File: src/pkg/ddw_params.svh
// Constants for the DDR2 write-burst host controller.
// Assumes a 25 MHz system clock and a memory clock of one quarter of it.
`ifndef DDW_PARAMS_SVH
`define DDW_PARAMS_SVH

// ==========================================================
// Clocking
`define DDW_CK_DIV 4
`define DDW_CLK_PS 40000
`define DDW_TCK_PS (`DDW_CLK_PS * `DDW_CK_DIV)
`define DDW_CEIL_CK(ps) (((ps) + `DDW_TCK_PS - 1) / `DDW_TCK_PS)
`define DDW_PH_D1 2'h0
`define DDW_PH_CMD 2'h1
`define DDW_PH_D0 2'h2
`define DDW_PH_RISE 2'h3

// ==========================================================
// Latencies in memory clocks
`define DDW_CL 3
`define DDW_AL 0
`define DDW_RL (`DDW_AL + `DDW_CL)
`define DDW_WL (`DDW_RL - 1)
`define DDW_TRUNC_CK 2
`define DDW_RTW_EXTRA 2
`define DDW_RD_PRE_OFS 2
`define DDW_MIN_WTR 2
`define DDW_MIN_RTP 2

// ==========================================================
// Analog times in picoseconds and derived clock counts
`define DDW_T_WR_PS 15000
`define DDW_T_WTR_PS 7500
`define DDW_T_RTP_PS 7500
`define DDW_T_RAS_PS 40000
`define DDW_T_RP_PS 15000
`define DDW_T_RCD_PS 15000
`define DDW_WR_CK `DDW_CEIL_CK(`DDW_T_WR_PS)
`define DDW_WTR_CK ((`DDW_CEIL_CK(`DDW_T_WTR_PS) > `DDW_MIN_WTR) ? `DDW_CEIL_CK(`DDW_T_WTR_PS) : `DDW_MIN_WTR)
`define DDW_RTP_CK ((`DDW_CEIL_CK(`DDW_T_RTP_PS) > `DDW_MIN_RTP) ? `DDW_CEIL_CK(`DDW_T_RTP_PS) : `DDW_MIN_RTP)
`define DDW_RAS_CK `DDW_CEIL_CK(`DDW_T_RAS_PS)
`define DDW_RP_CK `DDW_CEIL_CK(`DDW_T_RP_PS)
`define DDW_RCD_CK `DDW_CEIL_CK(`DDW_T_RCD_PS)

// ==========================================================
// System-clock delays from command edge to data edges
`define DDW_WDLY (1 + `DDW_CK_DIV * `DDW_WL)
`define DDW_RDLY (5 + `DDW_CK_DIV * `DDW_RL)

// ==========================================================
// Widths, lengths, command codes {CS_N,RAS_N,CAS_N,WE_N}
`define DDW_DQ_W 16
`define DDW_WORD_W 18
`define DDW_FIFO_D 16
`define DDW_CNT_W 5
`define DDW_TMR_W 6
`define DDW_BANKS 8
`define DDW_HALF_BL4 6'h02
`define DDW_HALF_BL8 6'h04
`define DDW_LEN_BL4 4'h4
`define DDW_LEN_BL8 4'h8
`define DDW_CODE_ACT 4'h3
`define DDW_CODE_WR 4'h4
`define DDW_CODE_RD 4'h5
`define DDW_CODE_PRE 4'h2
`define DDW_CODE_NOP 4'h7

`endif

File: src/pkg/ddw_pkg.sv
// Types shared by the DDR2 write-burst host controller.
// Assumes the constant header is on the include path.
`include "ddw_params.svh"

package ddw_pkg;

	// ==========================================================
	// User requests
	typedef enum logic [1:0] {DDW_OP_WRITE, DDW_OP_READ, DDW_OP_PRE} ddw_op_t;

	typedef struct packed {
		ddw_op_t op;
		logic [2:0] bank;
		logic [13:0] row;
		logic [9:0] col;
		logic ap;
		logic chop;
	} ddw_cmd_t;

	typedef struct packed {
		logic [`DDW_DQ_W-1:0] data;
		logic [1:0] mask;
	} ddw_wdata_t;

	// ==========================================================
	// Memory command pins
	typedef struct packed {
		logic [3:0] code;
		logic [2:0] ba;
		logic [13:0] addr;
	} ddw_bus_t;

	// ==========================================================
	// Truncation slot tracking
	typedef enum logic [1:0] {ST_NORMAL, ST_GAP, ST_TRUNC} ddw_st_t;

endpackage

File: src/logic/ddw_ctrl.sv
// DDR2 host controller for write bursts: command timing, bank tracking, DQ/DQS drive.
// Assumes CLK at 25 MHz, a memory clock made here at CLK/4, and a memory outside
// programmed with CL, AL, WR and the burst length that MODE_BL8 selects.
`timescale 1ns/1ps
`include "ddw_params.svh"

// ==========================================================
// Countdown timer: ready once the loaded spacing has passed
module ddw_tmr (
	input wire logic clk, // System clock
	input wire logic rst_n, // Synchronised reset, low active
	input wire logic ce, // Clock enable
	input wire logic tick, // One memory clock passed
	input wire logic load, // Raise timer to val
	input wire logic [`DDW_TMR_W-1:0] val, // Spacing in memory clocks
	output logic ready // Spacing satisfied
);
	logic [`DDW_TMR_W-1:0] cnt;
	logic [`DDW_TMR_W-1:0] next_cnt;

	// Longest pending spacing wins
	always_comb begin
		next_cnt = cnt;
		if (tick && cnt != '0)
			next_cnt = cnt - 6'h01;
		if (load && val > next_cnt)
			next_cnt = val;
	end

	// Counter state
	always_ff @(posedge clk or negedge rst_n) begin
		if (!rst_n)
			cnt <= '0;
		else if (ce)
			cnt <= next_cnt;
	end

	assign ready = (cnt <= 6'h01);
endmodule

// ==========================================================
// Write data FIFO with registered ready on the filling side
module ddw_fifo #(
	parameter int W = `DDW_WORD_W,
	parameter int D = `DDW_FIFO_D
) (
	input wire logic clk, // System clock
	input wire logic rst_n, // Synchronised reset, low active
	input wire logic ce, // Clock enable
	input wire logic in_valid, // Word offered
	input wire logic [W-1:0] in_data, // Word in
	output logic in_ready, // Room for a word
	output logic out_valid, // Word available
	output logic [W-1:0] out_data, // Head word
	input wire logic out_ready, // Head taken
	output logic [$clog2(D):0] count // Words held
);
	localparam int AW = $clog2(D);
	logic [W-1:0] mem [0:D-1];
	logic [AW:0] wp;
	logic [AW:0] rp;
	logic [AW:0] next_count;
	wire push = ce & in_valid & in_ready;
	wire pop = ce & out_ready & out_valid;

	// Occupancy and flags
	assign out_valid = (count != '0);
	assign out_data = mem[rp[AW-1:0]];
	assign next_count = count + {{AW{1'b0}}, push} - {{AW{1'b0}}, pop};

	// Pointers and ready
	always_ff @(posedge clk or negedge rst_n) begin
		if (!rst_n) begin
			wp <= '0;
			rp <= '0;
			count <= '0;
			in_ready <= 1'b0;
		end else if (ce) begin
			wp <= wp + {{AW{1'b0}}, push};
			rp <= rp + {{AW{1'b0}}, pop};
			count <= next_count;
			in_ready <= (next_count != (AW+1)'(D));
		end
	end

	// Storage
	always_ff @(posedge clk) begin
		if (push)
			mem[wp[AW-1:0]] <= in_data;
	end
endmodule

// ==========================================================
// Top: command scheduler, bank tracking, data engines
module ddw_ctrl (
	input wire logic CLK, // System clock
	input wire logic NRST, // Asynchronous reset, low active
	input wire logic CE, // Clock enable
	input wire logic MODE_BL8, // Burst length eight when high
	input wire logic CMD_VALID, // Request offered
	input wire ddw_pkg::ddw_cmd_t CMD, // Request
	output logic CMD_READY, // Request slot free
	input wire logic WR_VALID, // Write word offered
	input wire ddw_pkg::ddw_wdata_t WR_WORD, // Write word and byte masks
	output logic WR_READY, // Write FIFO has room
	output logic [`DDW_DQ_W-1:0] RD_DATA, // Read element
	output logic RD_VALID, // Read element strobe
	output logic CK, // Memory clock
	output logic CK_N, // Memory clock complement
	output ddw_pkg::ddw_bus_t CMD_BUS, // Command, bank, address pins
	output logic [`DDW_DQ_W-1:0] DQ_O, // Data out
	output logic DQ_OE_N, // Data drive, low active
	input wire logic [`DDW_DQ_W-1:0] DQ_I, // Data in
	output logic [1:0] DM, // Byte masks
	output logic LDQS_O, // Lower strobe out
	output logic LDQS_OE_N, // Lower strobe drive, low active
	output logic UDQS_O, // Upper strobe out
	output logic UDQS_OE_N // Upper strobe drive, low active
);
	logic [1:0] rst_sync;
	logic [1:0] ph;
	ddw_pkg::ddw_cmd_t hc;
	logic held;
	ddw_pkg::ddw_st_t st;
	ddw_pkg::ddw_st_t next_st;
	logic [`DDW_BANKS-1:0] open_q;
	logic [13:0] row_q [0:`DDW_BANKS-1];
	logic [`DDW_BANKS-1:0] act_ok;
	logic [`DDW_BANKS-1:0] pre_ok;
	logic [`DDW_BANKS-1:0] col_ok;
	logic wr_ok;
	logic rd_ok;
	logic [`DDW_CNT_W-1:0] resv;
	logic [`DDW_CNT_W-1:0] f_count;
	logic f_valid;
	ddw_pkg::ddw_wdata_t f_word;
	logic [`DDW_WDLY-1:0] wsr;
	logic [`DDW_RDLY-1:0] rsr;
	logic [3:0] welems;
	logic [3:0] relems;
	logic [`DDW_DQ_W-1:0] dq_s1;
	logic [`DDW_DQ_W-1:0] dq_s2;
	ddw_pkg::ddw_bus_t next_bus;

	// ==========================================================
	// Reset release and phase of the memory clock
	wire rst_n = rst_sync[1];

	always_ff @(posedge CLK or negedge NRST) begin
		if (!NRST)
			rst_sync <= 2'h0;
		else
			rst_sync <= {rst_sync[0], 1'b1};
	end

	always_ff @(posedge CLK or negedge rst_n) begin
		if (!rst_n)
			ph <= 2'h0;
		else if (CE)
			ph <= ph + 2'h1;
	end

	// Edge strobes within one memory clock
	wire slot = CE & (ph == `DDW_PH_CMD);
	wire rise_e = CE & (ph == `DDW_PH_RISE);
	wire dat_e = CE & ((ph == `DDW_PH_D0) | (ph == `DDW_PH_D1));

	// Divided memory clock, commands change on its falling edge
	always_ff @(posedge CLK or negedge rst_n) begin
		if (!rst_n) begin
			CK <= 1'b0;
			CK_N <= 1'b1;
		end else if (CE) begin
			CK <= (ph == `DDW_PH_RISE) | (ph == `DDW_PH_D1);
			CK_N <= !((ph == `DDW_PH_RISE) | (ph == `DDW_PH_D1));
		end
	end

	// ==========================================================
	// Request holding register
	wire [2:0] b = hc.bank;
	wire bl8 = MODE_BL8;
	wire is_wr = (hc.op == ddw_pkg::DDW_OP_WRITE);
	wire is_rd = (hc.op == ddw_pkg::DDW_OP_READ);
	wire is_pre = (hc.op == ddw_pkg::DDW_OP_PRE);
	wire row_hit = open_q[b] & (row_q[b] == hc.row);
	wire normal = (st == ddw_pkg::ST_NORMAL);
	wire [`DDW_TMR_W-1:0] half = bl8 ? `DDW_HALF_BL8 : `DDW_HALF_BL4;
	wire [`DDW_CNT_W-1:0] avail = f_count - resv;
	wire [`DDW_CNT_W-1:0] need = bl8 ? `DDW_CNT_W'(`DDW_LEN_BL8) : `DDW_CNT_W'(`DDW_LEN_BL4);
	wire chop = hc.chop & bl8 & !hc.ap;

	// Legal commands for the held request at this slot
	wire do_act = held & !is_pre & !open_q[b] & act_ok[b] & normal;
	wire do_pre = held & open_q[b] & pre_ok[b] & normal & (is_pre | !row_hit);
	wire do_wr = held & is_wr & row_hit & col_ok[b] & wr_ok & (avail >= need) & (st != ddw_pkg::ST_GAP);
	wire do_rd = held & is_rd & row_hit & col_ok[b] & rd_ok & normal;
	wire pre_skip = held & is_pre & !open_q[b] & normal;
	wire go_act = slot & do_act;
	wire go_pre = slot & do_pre;
	wire go_wr = slot & do_wr;
	wire go_rd = slot & do_rd;
	wire go_chop = go_wr & chop;
	wire release_cmd = go_wr | go_rd | (go_pre & is_pre) | (slot & pre_skip);
	wire accept = CE & CMD_READY & CMD_VALID;
	wire next_held = accept ? 1'b1 : (release_cmd ? 1'b0 : held);
	wire cancel = slot & (st == ddw_pkg::ST_TRUNC) & !go_wr;

	always_ff @(posedge CLK or negedge rst_n) begin
		if (!rst_n) begin
			held <= 1'b0;
			CMD_READY <= 1'b0;
		end else if (CE) begin
			held <= next_held;
			CMD_READY <= !next_held;
		end
	end

	always_ff @(posedge CLK) begin
		if (accept)
			hc <= CMD;
	end

	// ==========================================================
	// Truncation window: the next write must land exactly two clocks on
	always_comb begin
		next_st = st;
		case (st)
			ddw_pkg::ST_NORMAL: begin
				if (go_chop)
					next_st = ddw_pkg::ST_GAP;
			end
			ddw_pkg::ST_GAP: begin
				if (slot)
					next_st = ddw_pkg::ST_TRUNC;
			end
			ddw_pkg::ST_TRUNC: begin
				if (slot)
					next_st = go_chop ? ddw_pkg::ST_GAP : ddw_pkg::ST_NORMAL;
			end
			default: next_st = ddw_pkg::ST_NORMAL;
		endcase
	end

	always_ff @(posedge CLK or negedge rst_n) begin
		if (!rst_n)
			st <= ddw_pkg::ST_NORMAL;
		else if (CE)
			st <= next_st;
	end

	// ==========================================================
	// Spacing values in memory clocks
	wire [`DDW_TMR_W-1:0] wr_rec = `DDW_TMR_W'(`DDW_WL) + half + `DDW_TMR_W'(`DDW_WR_CK);
	wire [`DDW_TMR_W-1:0] rd_pre = `DDW_TMR_W'(`DDW_AL) + half - `DDW_TMR_W'(`DDW_RD_PRE_OFS)
		+ `DDW_TMR_W'(`DDW_RTP_CK);
	wire [`DDW_TMR_W-1:0] rp = `DDW_TMR_W'(`DDW_RP_CK);
	wire [`DDW_TMR_W-1:0] ras = `DDW_TMR_W'(`DDW_RAS_CK);
	wire [`DDW_TMR_W-1:0] pre_val = go_act ? ras : (go_wr ? wr_rec : rd_pre);
	wire [`DDW_TMR_W-1:0] act_val = go_act ? ras + rp : (go_pre ? rp : (go_wr ? wr_rec + rp : rd_pre + rp));
	wire pre_ld = go_act | go_wr | go_rd;
	wire act_ld = go_act | go_pre | ((go_wr | go_rd) & hc.ap);
	wire [`DDW_TMR_W-1:0] wr_val = go_wr ? (chop ? `DDW_TMR_W'(`DDW_TRUNC_CK) : half)
		: half + `DDW_TMR_W'(`DDW_RTW_EXTRA);
	wire [`DDW_TMR_W-1:0] rd_val = go_wr ? `DDW_TMR_W'(`DDW_WL) + half + `DDW_TMR_W'(`DDW_WTR_CK) : half;

	// Per-bank timers
	for (genvar gi = 0; gi < `DDW_BANKS; gi++) begin : g_bank
		wire sel = (b == 3'(gi));
		ddw_tmr u_act (.clk(CLK), .rst_n(rst_n), .ce(CE), .tick(slot), .load(sel & act_ld),
			.val(act_val), .ready(act_ok[gi]));
		ddw_tmr u_pre (.clk(CLK), .rst_n(rst_n), .ce(CE), .tick(slot), .load(sel & pre_ld),
			.val(pre_val), .ready(pre_ok[gi]));
		ddw_tmr u_col (.clk(CLK), .rst_n(rst_n), .ce(CE), .tick(slot), .load(sel & go_act),
			.val(`DDW_TMR_W'(`DDW_RCD_CK)), .ready(col_ok[gi]));
	end

	// Shared column timers
	ddw_tmr u_wr (.clk(CLK), .rst_n(rst_n), .ce(CE), .tick(slot), .load(go_wr | go_rd),
		.val(wr_val), .ready(wr_ok));
	ddw_tmr u_rd (.clk(CLK), .rst_n(rst_n), .ce(CE), .tick(slot), .load(go_wr | go_rd),
		.val(rd_val), .ready(rd_ok));

	// Open and closed banks
	always_ff @(posedge CLK or negedge rst_n) begin
		if (!rst_n)
			open_q <= '0;
		else if (CE) begin
			if (go_act)
				open_q[b] <= 1'b1;
			else if (go_pre | ((go_wr | go_rd) & hc.ap))
				open_q[b] <= 1'b0;
		end
	end

	always_ff @(posedge CLK) begin
		if (go_act)
			row_q[b] <= hc.row;
	end

	// ==========================================================
	// Command pins, updated at the falling memory clock edge
	always_comb begin
		next_bus.code = `DDW_CODE_NOP;
		next_bus.ba = hc.bank;
		next_bus.addr = '0;
		if (go_act) begin
			next_bus.code = `DDW_CODE_ACT;
			next_bus.addr = hc.row;
		end else if (go_pre)
			next_bus.code = `DDW_CODE_PRE;
		else if (go_wr | go_rd) begin
			next_bus.code = go_wr ? `DDW_CODE_WR : `DDW_CODE_RD;
			next_bus.addr = {3'h0, hc.ap, hc.col};
		end
	end

	always_ff @(posedge CLK or negedge rst_n) begin
		if (!rst_n)
			CMD_BUS <= '{code: `DDW_CODE_NOP, ba: 3'h0, addr: 14'h0000};
		else if (slot)
			CMD_BUS <= next_bus;
	end

	// ==========================================================
	// Write data FIFO and word reservation
	wire wstart = wsr[`DDW_WDLY-1];
	wire wpre = wsr[`DDW_WDLY-2];
	wire [3:0] wlen = bl8 ? `DDW_LEN_BL8 : `DDW_LEN_BL4;
	wire w_act = dat_e & f_valid & (wstart | (welems != 4'h0));

	ddw_fifo #(.W(`DDW_WORD_W), .D(`DDW_FIFO_D)) u_fifo (
		.clk(CLK), .rst_n(rst_n), .ce(CE),
		.in_valid(WR_VALID), .in_data(WR_WORD), .in_ready(WR_READY),
		.out_valid(f_valid), .out_data(f_word), .out_ready(w_act),
		.count(f_count)
	);

	wire [`DDW_CNT_W-1:0] res_add = go_wr ? (chop ? `DDW_CNT_W'(`DDW_LEN_BL4) : need)
		: (cancel ? `DDW_CNT_W'(`DDW_LEN_BL4) : '0);

	// Words promised to issued bursts but not yet sent
	always_ff @(posedge CLK or negedge rst_n) begin
		if (!rst_n)
			resv <= '0;
		else if (CE)
			resv <= resv + res_add - {4'h0, w_act};
	end

	// ==========================================================
	// Write data engine: a new start overrides a truncated burst
	always_ff @(posedge CLK or negedge rst_n) begin
		if (!rst_n) begin
			wsr <= '0;
			welems <= 4'h0;
			DQ_OE_N <= 1'b1;
			DQ_O <= '0;
			DM <= 2'h0;
		end else if (CE) begin
			wsr <= {wsr[`DDW_WDLY-2:0], go_wr};
			if (w_act) begin
				DQ_O <= f_word.data;
				DM <= f_word.mask;
				DQ_OE_N <= 1'b0;
				welems <= (wstart ? wlen : welems) - 4'h1;
			end else if (dat_e)
				DQ_OE_N <= 1'b1;
		end
	end

	// Strobes: preamble, one edge per element, postamble
	always_ff @(posedge CLK or negedge rst_n) begin
		if (!rst_n) begin
			LDQS_O <= 1'b0;
			UDQS_O <= 1'b0;
			LDQS_OE_N <= 1'b1;
			UDQS_OE_N <= 1'b1;
		end else if (slot) begin
			LDQS_O <= 1'b0;
			UDQS_O <= 1'b0;
			if (wpre) begin
				LDQS_OE_N <= 1'b0;
				UDQS_OE_N <= 1'b0;
			end
		end else if (rise_e) begin
			if (!DQ_OE_N) begin
				LDQS_O <= 1'b1;
				UDQS_O <= 1'b1;
			end else begin
				LDQS_OE_N <= 1'b1;
				UDQS_OE_N <= 1'b1;
			end
		end
	end

	// ==========================================================
	// Read capture at fixed latency after two synchroniser stages
	wire rstart = rsr[`DDW_RDLY-1];
	wire r_act = dat_e & (rstart | (relems != 4'h0));

	always_ff @(posedge CLK or negedge rst_n) begin
		if (!rst_n) begin
			dq_s1 <= '0;
			dq_s2 <= '0;
			rsr <= '0;
			relems <= 4'h0;
			RD_DATA <= '0;
			RD_VALID <= 1'b0;
		end else if (CE) begin
			dq_s1 <= DQ_I;
			dq_s2 <= dq_s1;
			rsr <= {rsr[`DDW_RDLY-2:0], go_rd};
			RD_VALID <= r_act;
			if (r_act) begin
				RD_DATA <= dq_s2;
				relems <= (rstart ? wlen : relems) - 4'h1;
			end
		end
	end
endmodule

File: config.mk
export PLATFORM = sky130hd
export DESIGN_NAME = ddw_ctrl
export DESIGN_NICKNAME = d
export VERILOG_FILES = /design/src/pkg/ddw_pkg.sv /design/src/logic/ddw_ctrl.sv
export VERILOG_INCLUDE_DIRS = /design/src /design/src/pkg
export SDC_FILE = /design/constraint.sdc
export NUM_CORES = 1
export LEC_CHECK = 0
export BUFFER_PORTS_ARGS = -buffer_cell sky130_fd_sc_hd__buf_4
export CELL_PAD_IN_SITES_DETAIL_PLACEMENT = 0
export CELL_PAD_IN_SITES_GLOBAL_PLACEMENT = 1
export CORE_MARGIN = 4
export CORE_UTILIZATION = 52
export CTS_CLUSTER_DIAMETER = 60
export CTS_CLUSTER_SIZE = 14
export DETAILED_ROUTE_END_ITERATION = 10
export GPL_ROUTABILITY_DRIVEN = 0
export PLACE_DENSITY = 0.81
export SLEW_MARGIN = 10
export SYNTH_ARGS = -nofsm -noshare
export SYNTH_HDL_FRONTEND = slang
export SYNTH_SLANG_ARGS = --single-unit
File: constraint.sdc
create_clock -name CLK -period 11.03 [get_ports CLK]
set_input_delay 0.5515 -clock CLK [delete_from_list [all_inputs] [get_ports CLK]]
set_output_delay 0.5515 -clock CLK [all_outputs]
set_load 0.02 [all_outputs]
==> metrics.yaml, run 1 <==
critical_path:
  crit_path_end_kind: "flip-flop"
  cp.depth: 21
  worstSetupStartpoint: "u_fifo.count[0]"
  r2r_start: "u_fifo.count[0]"
  cpLargestDelayFamily: "simple AND/OR/NAND/NOR gates"
  slowest_delay_ns: 0.99
  reg2reg_depth: 21
  cp.arrival_ns: 7.78
  worstPathMaxFanout: 12
  path_buf_inv: 5
  cp-start-kind: "flip-flop"
  worst-setup-path-type: "reg2reg"
  path_common_cell: "inv_1"
  critical_path_required_ns: 11.53
  path_cells: "inv_1 > ha_1 > inv_1 > fa_1 > xnor2_1 > ha_1 > nand2_1 > o21ai_0 > a21oi_1 > a2111oi_0 > nand4_1 > inv_1 > ha_1 > inv_1 > nor2_1 > ha_1 > a41o_1 > nor4b_1 > inv_1 > a31oi_1 > mux2i_1"
  slowest_stage: "a2111oi_0"
run:
  drv_cap: 0
floorplan:
  die_h_um: 265
  rows: 93
  num_io_pins: 136
  fp.dieW_um: 265
  die_area_sq_um: 70000
  start_util_pct: 52.8
  coreArea_sq_um: 64800
clock_tree:
  htreeDepth: 3
  clock_latency_ns: 0.62
  cts_tree: "done"
  cts-buffers-inserted: 68
  cts.clk_slew.worst_paths_ns: 0.07
  post_cts_resized: 0
  clock-sinks: 751
  clock-root-buffer: "clkbuf_16"
  clockBufferDepth: 3
worst_hold_path:
  whs_path_depth: 1
  worst_hold_startpoint: "CMD[8]"
  min_path_type: "in2reg"
cells_and_area:
  antennaDiodeCount: 0
  final_cell_mix: "431 x edfxtp_1, 308 x dfrtp_1, 175 x buf_4"
  area_growth_syn_to_layout_pct: 12.6
  drive_above_1_share_pct: 20.7
  layout_commonest_cell: "edfxtp_1"
  final_nets: 2792
  fin_util_pct: 59.4
routing:
  drtIter0Drc: 1487
  drtAntennaViolNets: 0
  route.vias.total: 20569
  routed_wirelength_um: 77700
  first_pass_iters: 5
  drc: 0
  wire_per_inst_um: 22.3
  vias_per_cell: 5.91
sta:
  rsz0062_at_grt: "no"
  finClkSkew_ns: 0.0316
  maxSlewHeadroom_pct: 20.1
  hold_violations: 0
  worst_slack_ns: 3.75
  clock.fmax_mhz: 137
  worstMarginPinSlew_ns: 1.17
  setup_viol: 0
  final.period_utilization_pct: 66.0
  finalCriticalPeriod_ns: 7.28
  maxSlewViolCount: 0
  setup_tns_ns: 0
power_and_ir_drop:
  leakage_nw: 15.0
  comb_power_share_pct: 30.3
  clock_power_share_pct: 26.4
  p_sw_mw: 2.87
  p_seq_share_pct: 43.3
  p_int_mw: 5.98
  swShare_pct: 32.4
  ir_drop_uv: 176
  powerDensity_nw_per_um2: 230
placement:
  dp_hpwl_um: 49000
  dpl_worst_slack_ns: 3.98
  portBuffers: 134
run_status:
  status: "completed"
logic_synthesis:
  ys_types: 79
  async_flop_share_pct: 42.2
  netlist.area_leader.share_pct: 37.8
  avgSynthCellArea_sq_um: 14.2
  yosysTopAreaCell: "edfxtp_1"
  yosys_most_used_dff: "edfxtp_1"
  ys_seq_area_share_pct: 61.2
  yosys_warnings: 0
  synth_enable_flop_cells: 431
  synthTopCellsByArea: "edfxtp_1 38%, dfrtp_1 23%, mux4_2 7.2%"
  syn_nets: 2626
  synth_area_sq_um: 34200
  ys_seq_elements: 751
  syn-instance-count: 2406
global_routing:
  first_global_vias: 21254
  antenna_found_initial: 0
  grt_overflow_total: 0
  grt_pass1_wl_um: 122000
  groute.usage.overall_pct: 22.2
  grt_max_degree: 166
## layer usage
metal	global-route usage [%]	vias up	wire length (um)
met5	0	-	0
met4	6.91	0	2170
met3	3.71	133	4490
met2	37.4	611	38600
met1	30.1	10497	32400
li1	-	9328	-
## cell families (layout without fill, tap and decap cells)
group / after synthesis / in the layout / share of synthesized area, %
XOR/XNOR: 136 / 136 / 3.48
buffers and inverters: 226 / 445 / 2.68
AO/OA/AOI/OAI: 332 / 332 / 6.34
AND/OR/NAND/NOR: 507 / 507 / 7.43
adder cells (fa/ha/maj): 149 / 149 / 5.51
flip-flops: 751 / 751 / 61.2
multiplexers: 303 / 303 / 13.3
other: 2 / 2 / 0.0219
## power by group through the flow
| stage | Clock [mW] | Combinational (mW) | Sequential, mW |
|---|---|---|---|
| floorplan | 0 | 1.90 | 3.87 |
| global placement | 0 | 2.60 | 3.86 |
| detailed placement | 0 | 2.69 | 3.89 |
| CTS | 2.40 | 2.71 | 3.84 |
| global route | 2.51 | 2.99 | 3.90 |
| finish | 2.34 | 2.68 | 3.84 |
## cell type report
type	instances	area, sq um
clock buffer	106	1860
timing repair buffer	177	1340
multi-input combinational	1429	12400
sequential	751	21000
tap	855	1070
inverter	145	544
fill	4920	26300
clock inverter	17	322
## cells in the mapped netlist, drive strengths merged, types with 4 or more instances
cell type and number:
o211ai 9, a41o 7, a22oi 12, and2 4, mux2 133, nand2 150, ha 146, mux4 109
inv 142, nor4 36, nor4b 13, o21a 14, nor2b 18, xor2 57, nand4 18, nand2b 24
nor3 49, or3 18, a22o 9, a221oi 8, a31o 5, or4 13, xnor2 79, a31oi 19
nand3b 5, o41ai 4, o21ai 74, nor2 110, dfstp 6, and3 7, buf 41, a21o 24
edfxtp 431, o2111ai 4, a21oi 83, a311o 5, clkbuf 40, dfrtp 311, mux2i 61, o22ai 28
nand3 28
## worst paths after layout
path / end / slack (ns)
max in group asynchronous: g_bank[7].u_col.cnt[4] / 7.98
min: hc[8] / 0.10
min in group asynchronous: rst_sync[1] / 0.24
max: g_bank[5].u_act.cnt[0] / 3.75
max reg2reg: g_bank[5].u_act.cnt[0] / 3.75
min reg2reg: RD_DATA[2] / 0.27
## stage by stage
step / total power [mW] / cell area, sq um / hold slack [ns] / instances
floorplan: 5.77 / 34200 / 0.256 / 2406
global placement: 6.46 / 36300 / 0.273 / 3356
detailed placement: 6.57 / 36300 / 0.284 / 3356
CTS: 8.94 / 38500 / 0.0683 / 3480
global route: 9.40 / 38500 / 0.0782 / 3480
finish: 8.86 / 38500 / 0.101 / 3480
## registers in the layout, summed over array words and instances, names as in the netlist, 5 cells and up, named ones only
register and cells:
CMD_BUS 20, DQ_O 16, RD_DATA 16, dq_s1 16, dq_s2 16, g_bank.u_act.cnt 48
g_bank.u_col.cnt 48, g_bank.u_pre.cnt 48, hc 28, resv 5, row_q 112, rsr 17
u_fifo.count 5, u_fifo.mem 288, u_rd.cnt 6, u_wr.cnt 6, wsr 9
## what timing repair did
action	4_1_cts	5_1_grt
buffers inserted	0	0
hold buffers	1	0
hold endpoints to repair	2	0
Note: power is estimated with default switching activity, not from simulation.
==> run 2: changes to the inputs <==
- CORE_UTILIZATION: 52 -> 47
- PLACE_DENSITY: 0.81 -> 0.77
- clock period: 11.03 -> 5.9 ns (I/O delays scaled with it)
==> metrics.yaml, run 2 (synthesis results as in run 1) <==
clock_tree:
  clockBufferDepth: 3  # unchanged
  cts_tree: "done"
  cts.clk_slew.worst_paths_ns: 0.07  # about the same
  cts_setup_buffers: 0  # unchanged
  htreeDepth: 3  # unchanged
  clock_latency_ns: 0.64  # +0.02 ns
  clock-sinks: 751  # unchanged
  cts-buffers-inserted: 71  # +4.4%
  clock-root-buffer: "clkbuf_16"
critical_path:
  worstPathMaxFanout: 8  # -4
  worst-setup-path-type: "reg2reg"
  crit_path_end_kind: "flip-flop"
  cp.arrival_ns: 6.03  # -1.75 ns
  cpLargestDelayFamily: "adder cells"
  rrSetupSlack_ns: 0.35  # -3.40 ns
  r2r_start: "u_fifo.count[0]"
  path_buf_inv: 5  # unchanged
  critical_path_required_ns: 6.38  # -5.15 ns
  cp-start-kind: "flip-flop"
  slowest_delay_ns: 0.52  # -0.47 ns
  r2r-end: "g_bank[3].u_pre.cnt[0]"
  slowest_stage: "or4_1"
  path_cells: "inv_1 > ha_1 > inv_1 > fa_1 > xnor2_1 > ha_1 > nand2_1 > o21ai_0 > a21oi_1 > a2111oi_0 > buf_4 > nand4_1 > inv_1 > ha_1 > nand2_1 > inv_1 > ha_1 > a311o_1 > or4_1 > a21oi_1 > mux2_2"
  reg2reg_depth: 21  # unchanged
sta:
  maxSlewViolCount: 0  # unchanged
  maxSlewHeadroom_pct: 25.7  # +5.6 points
  clock.fmax_mhz: 180  # +31%
  hold_violations: 0  # unchanged
  final.period_utilization_pct: 94.1  # +28 points
  rsz0062_at_grt: "no"
  finalCriticalPeriod_ns: 5.55  # -1.73 ns
  setup_viol: 0  # unchanged
  worstMarginPinSlew_ns: 1.11  # -0.0539 ns
  setup_tns_ns: 0  # unchanged
  finClkSkew_ns: 0.0583  # +0.0267 ns
placement:
  dp_hpwl_um: 51300  # +4.6%
  portBuffers: 134  # unchanged
  dpl_cell_area_sq_um: 36700  # +0.96%
worst_hold_path:
  hold_end: "welems[2]"
  min_path_type: "in2reg"
  whs_path_depth: 4  # +3
  worst_hold_startpoint: "MODE_BL8"
global_routing:
  grt_max_degree: 175  # +5.4%
  grt_pass1_wl_um: 125000  # +2.3%
  antenna_found_initial: 2  # +2
  groute.usage.overall_pct: 20.6  # -1.6 points
  grt_overflow_total: 0  # unchanged
  first_global_vias: 21697  # +2.1%
routing:
  drtIter0Drc: 1630  # +9.6%
  vias_per_cell: 5.66  # -4.3%
  drc: 0  # unchanged
  wire_per_inst_um: 21.6  # -3.2%
  routed_wirelength_um: 79500  # +2.4%
  first_pass_iters: 7  # +2
  route.vias.total: 20822  # +1.2%
  drtAntennaViolNets: 0  # unchanged
run_status:
  status: "completed"
power_and_ir_drop:
  ir_drop_uv: 273  # +55%
  leakage_nw: 15.5  # +3.2%
  powerDensity_nw_per_um2: 423  # +84%
run:
  drv_cap: 0  # unchanged
floorplan:
  start_util_pct: 47.6  # -5.2 points
  rows: 98  # +5.4%
  num_io_pins: 136  # unchanged
  coreArea_sq_um: 71900  # +11%
  die_area_sq_um: 77200  # +10%
  die_h_um: 278  # +5.0%
  fp.dieW_um: 278  # +5.0%
cells_and_area:
  final_nets: 2892  # +3.6%
  fin_area_sq_um: 39700  # +2.9%
  drive_above_1_share_pct: 21.3  # +0.56 points
  largest_reg_flops: 288  # unchanged
  final_cell_mix: "431 x edfxtp_1, 308 x dfrtp_1, 205 x buf_4"
  area_growth_syn_to_layout_pct: 15.9
  layout_commonest_cell: "edfxtp_1"
run 2: cell count changes in the layout (fill, tap and decap cells not counted), sizes merged:
| cell | before | now |
|---|---|---|
| clkinv | 11 | 17 |
| clkinvlp | 1 | 0 |
| dlygate4sd3 | 1 | 68 |
| diode | 0 | 1 |
| inv | 146 | 151 |
| bufinv | 4 | 2 |
| buf | 176 | 206 |
run 2: where the power goes:
group          internal (mW)  total (mW)  switching [mW]
Sequential              6.41        7.23           0.823
Combinational           2.41        5.02            2.60
Clock                   2.43        4.51            2.07
Total                   11.3        16.8            5.50
run 2: final cells by class:
cell class	instances	area (sq um)
fillers	5785	32200
flip-flops and latches	751	21000
clock buffers	106	1930
clock inverters	25	358
multi-input cells	1429	12400
well taps	950	1190
diodes	1	2.50
inverters	145	544
repair buffers	274	2240
run 2: what timing repair did:
| item | in CTS | in global routing |
|---|---|---|
| hold buffers | 68 | 0 |
| endpoints found under the hold margin | 342 | 0 |
| endpoints found under the setup margin | 0 | 4 |
| gates resized for setup | 0 | 2 |
run 2: stage by stage:
stage          cells  worst slack, ns  hold slack, ns  power [mW]  utilization [%]
2_1_floorplan   2406            0.497       -0.000591        10.8                -
3_3_place_gp    3481            0.617          0.0779        12.1             51.0
3_5_place_dp    3481            0.410          0.0791        12.3             51.0
4_1_cts         3680            0.384           0.137        16.9             55.2
5_1_grt         3680           0.0459           0.209        17.8             55.2
6_report        3681            0.351           0.182        16.8             55.2
run 2: routing by layer:
| metal | up-vias | GRT usage [%] | wire [um] |
|---|---|---|---|
| met1 | 10566 | 27.5 | 33900 |
| met5 | - | 0 | 19 |
| li1 | 9543 | - | - |
| met3 | 155 | 3.40 | 3870 |
| met4 | 2 | 6.32 | 2290 |
| met2 | 556 | 35.0 | 39500 |
run 2: how the worst max path moves through the flow:
stage,startpoint,endpoint,slack [ns],cells after the start
detailed placement,u_fifo.count[0],g_bank[3].u_pre.cnt[0],0.41,21
floorplan,u_fifo.count[0],g_bank[5].u_act.cnt[0],0.50,25
CTS,u_fifo.count[0],g_bank[3].u_pre.cnt[0],0.38,21
global route,u_fifo.count[0],g_bank[3].u_pre.cnt[0],0.05,21
finish,u_fifo.count[0],g_bank[3].u_pre.cnt[0],0.35,21
global placement,u_fifo.count[0],g_bank[2].u_pre.cnt[0],0.62,23
run 2: tightest hold or removal path: cells and delay by family:
family          cells  cell delay (ns)
buf+inv             1             0.19
compound gates      2             0.18
simple gates        1             0.10
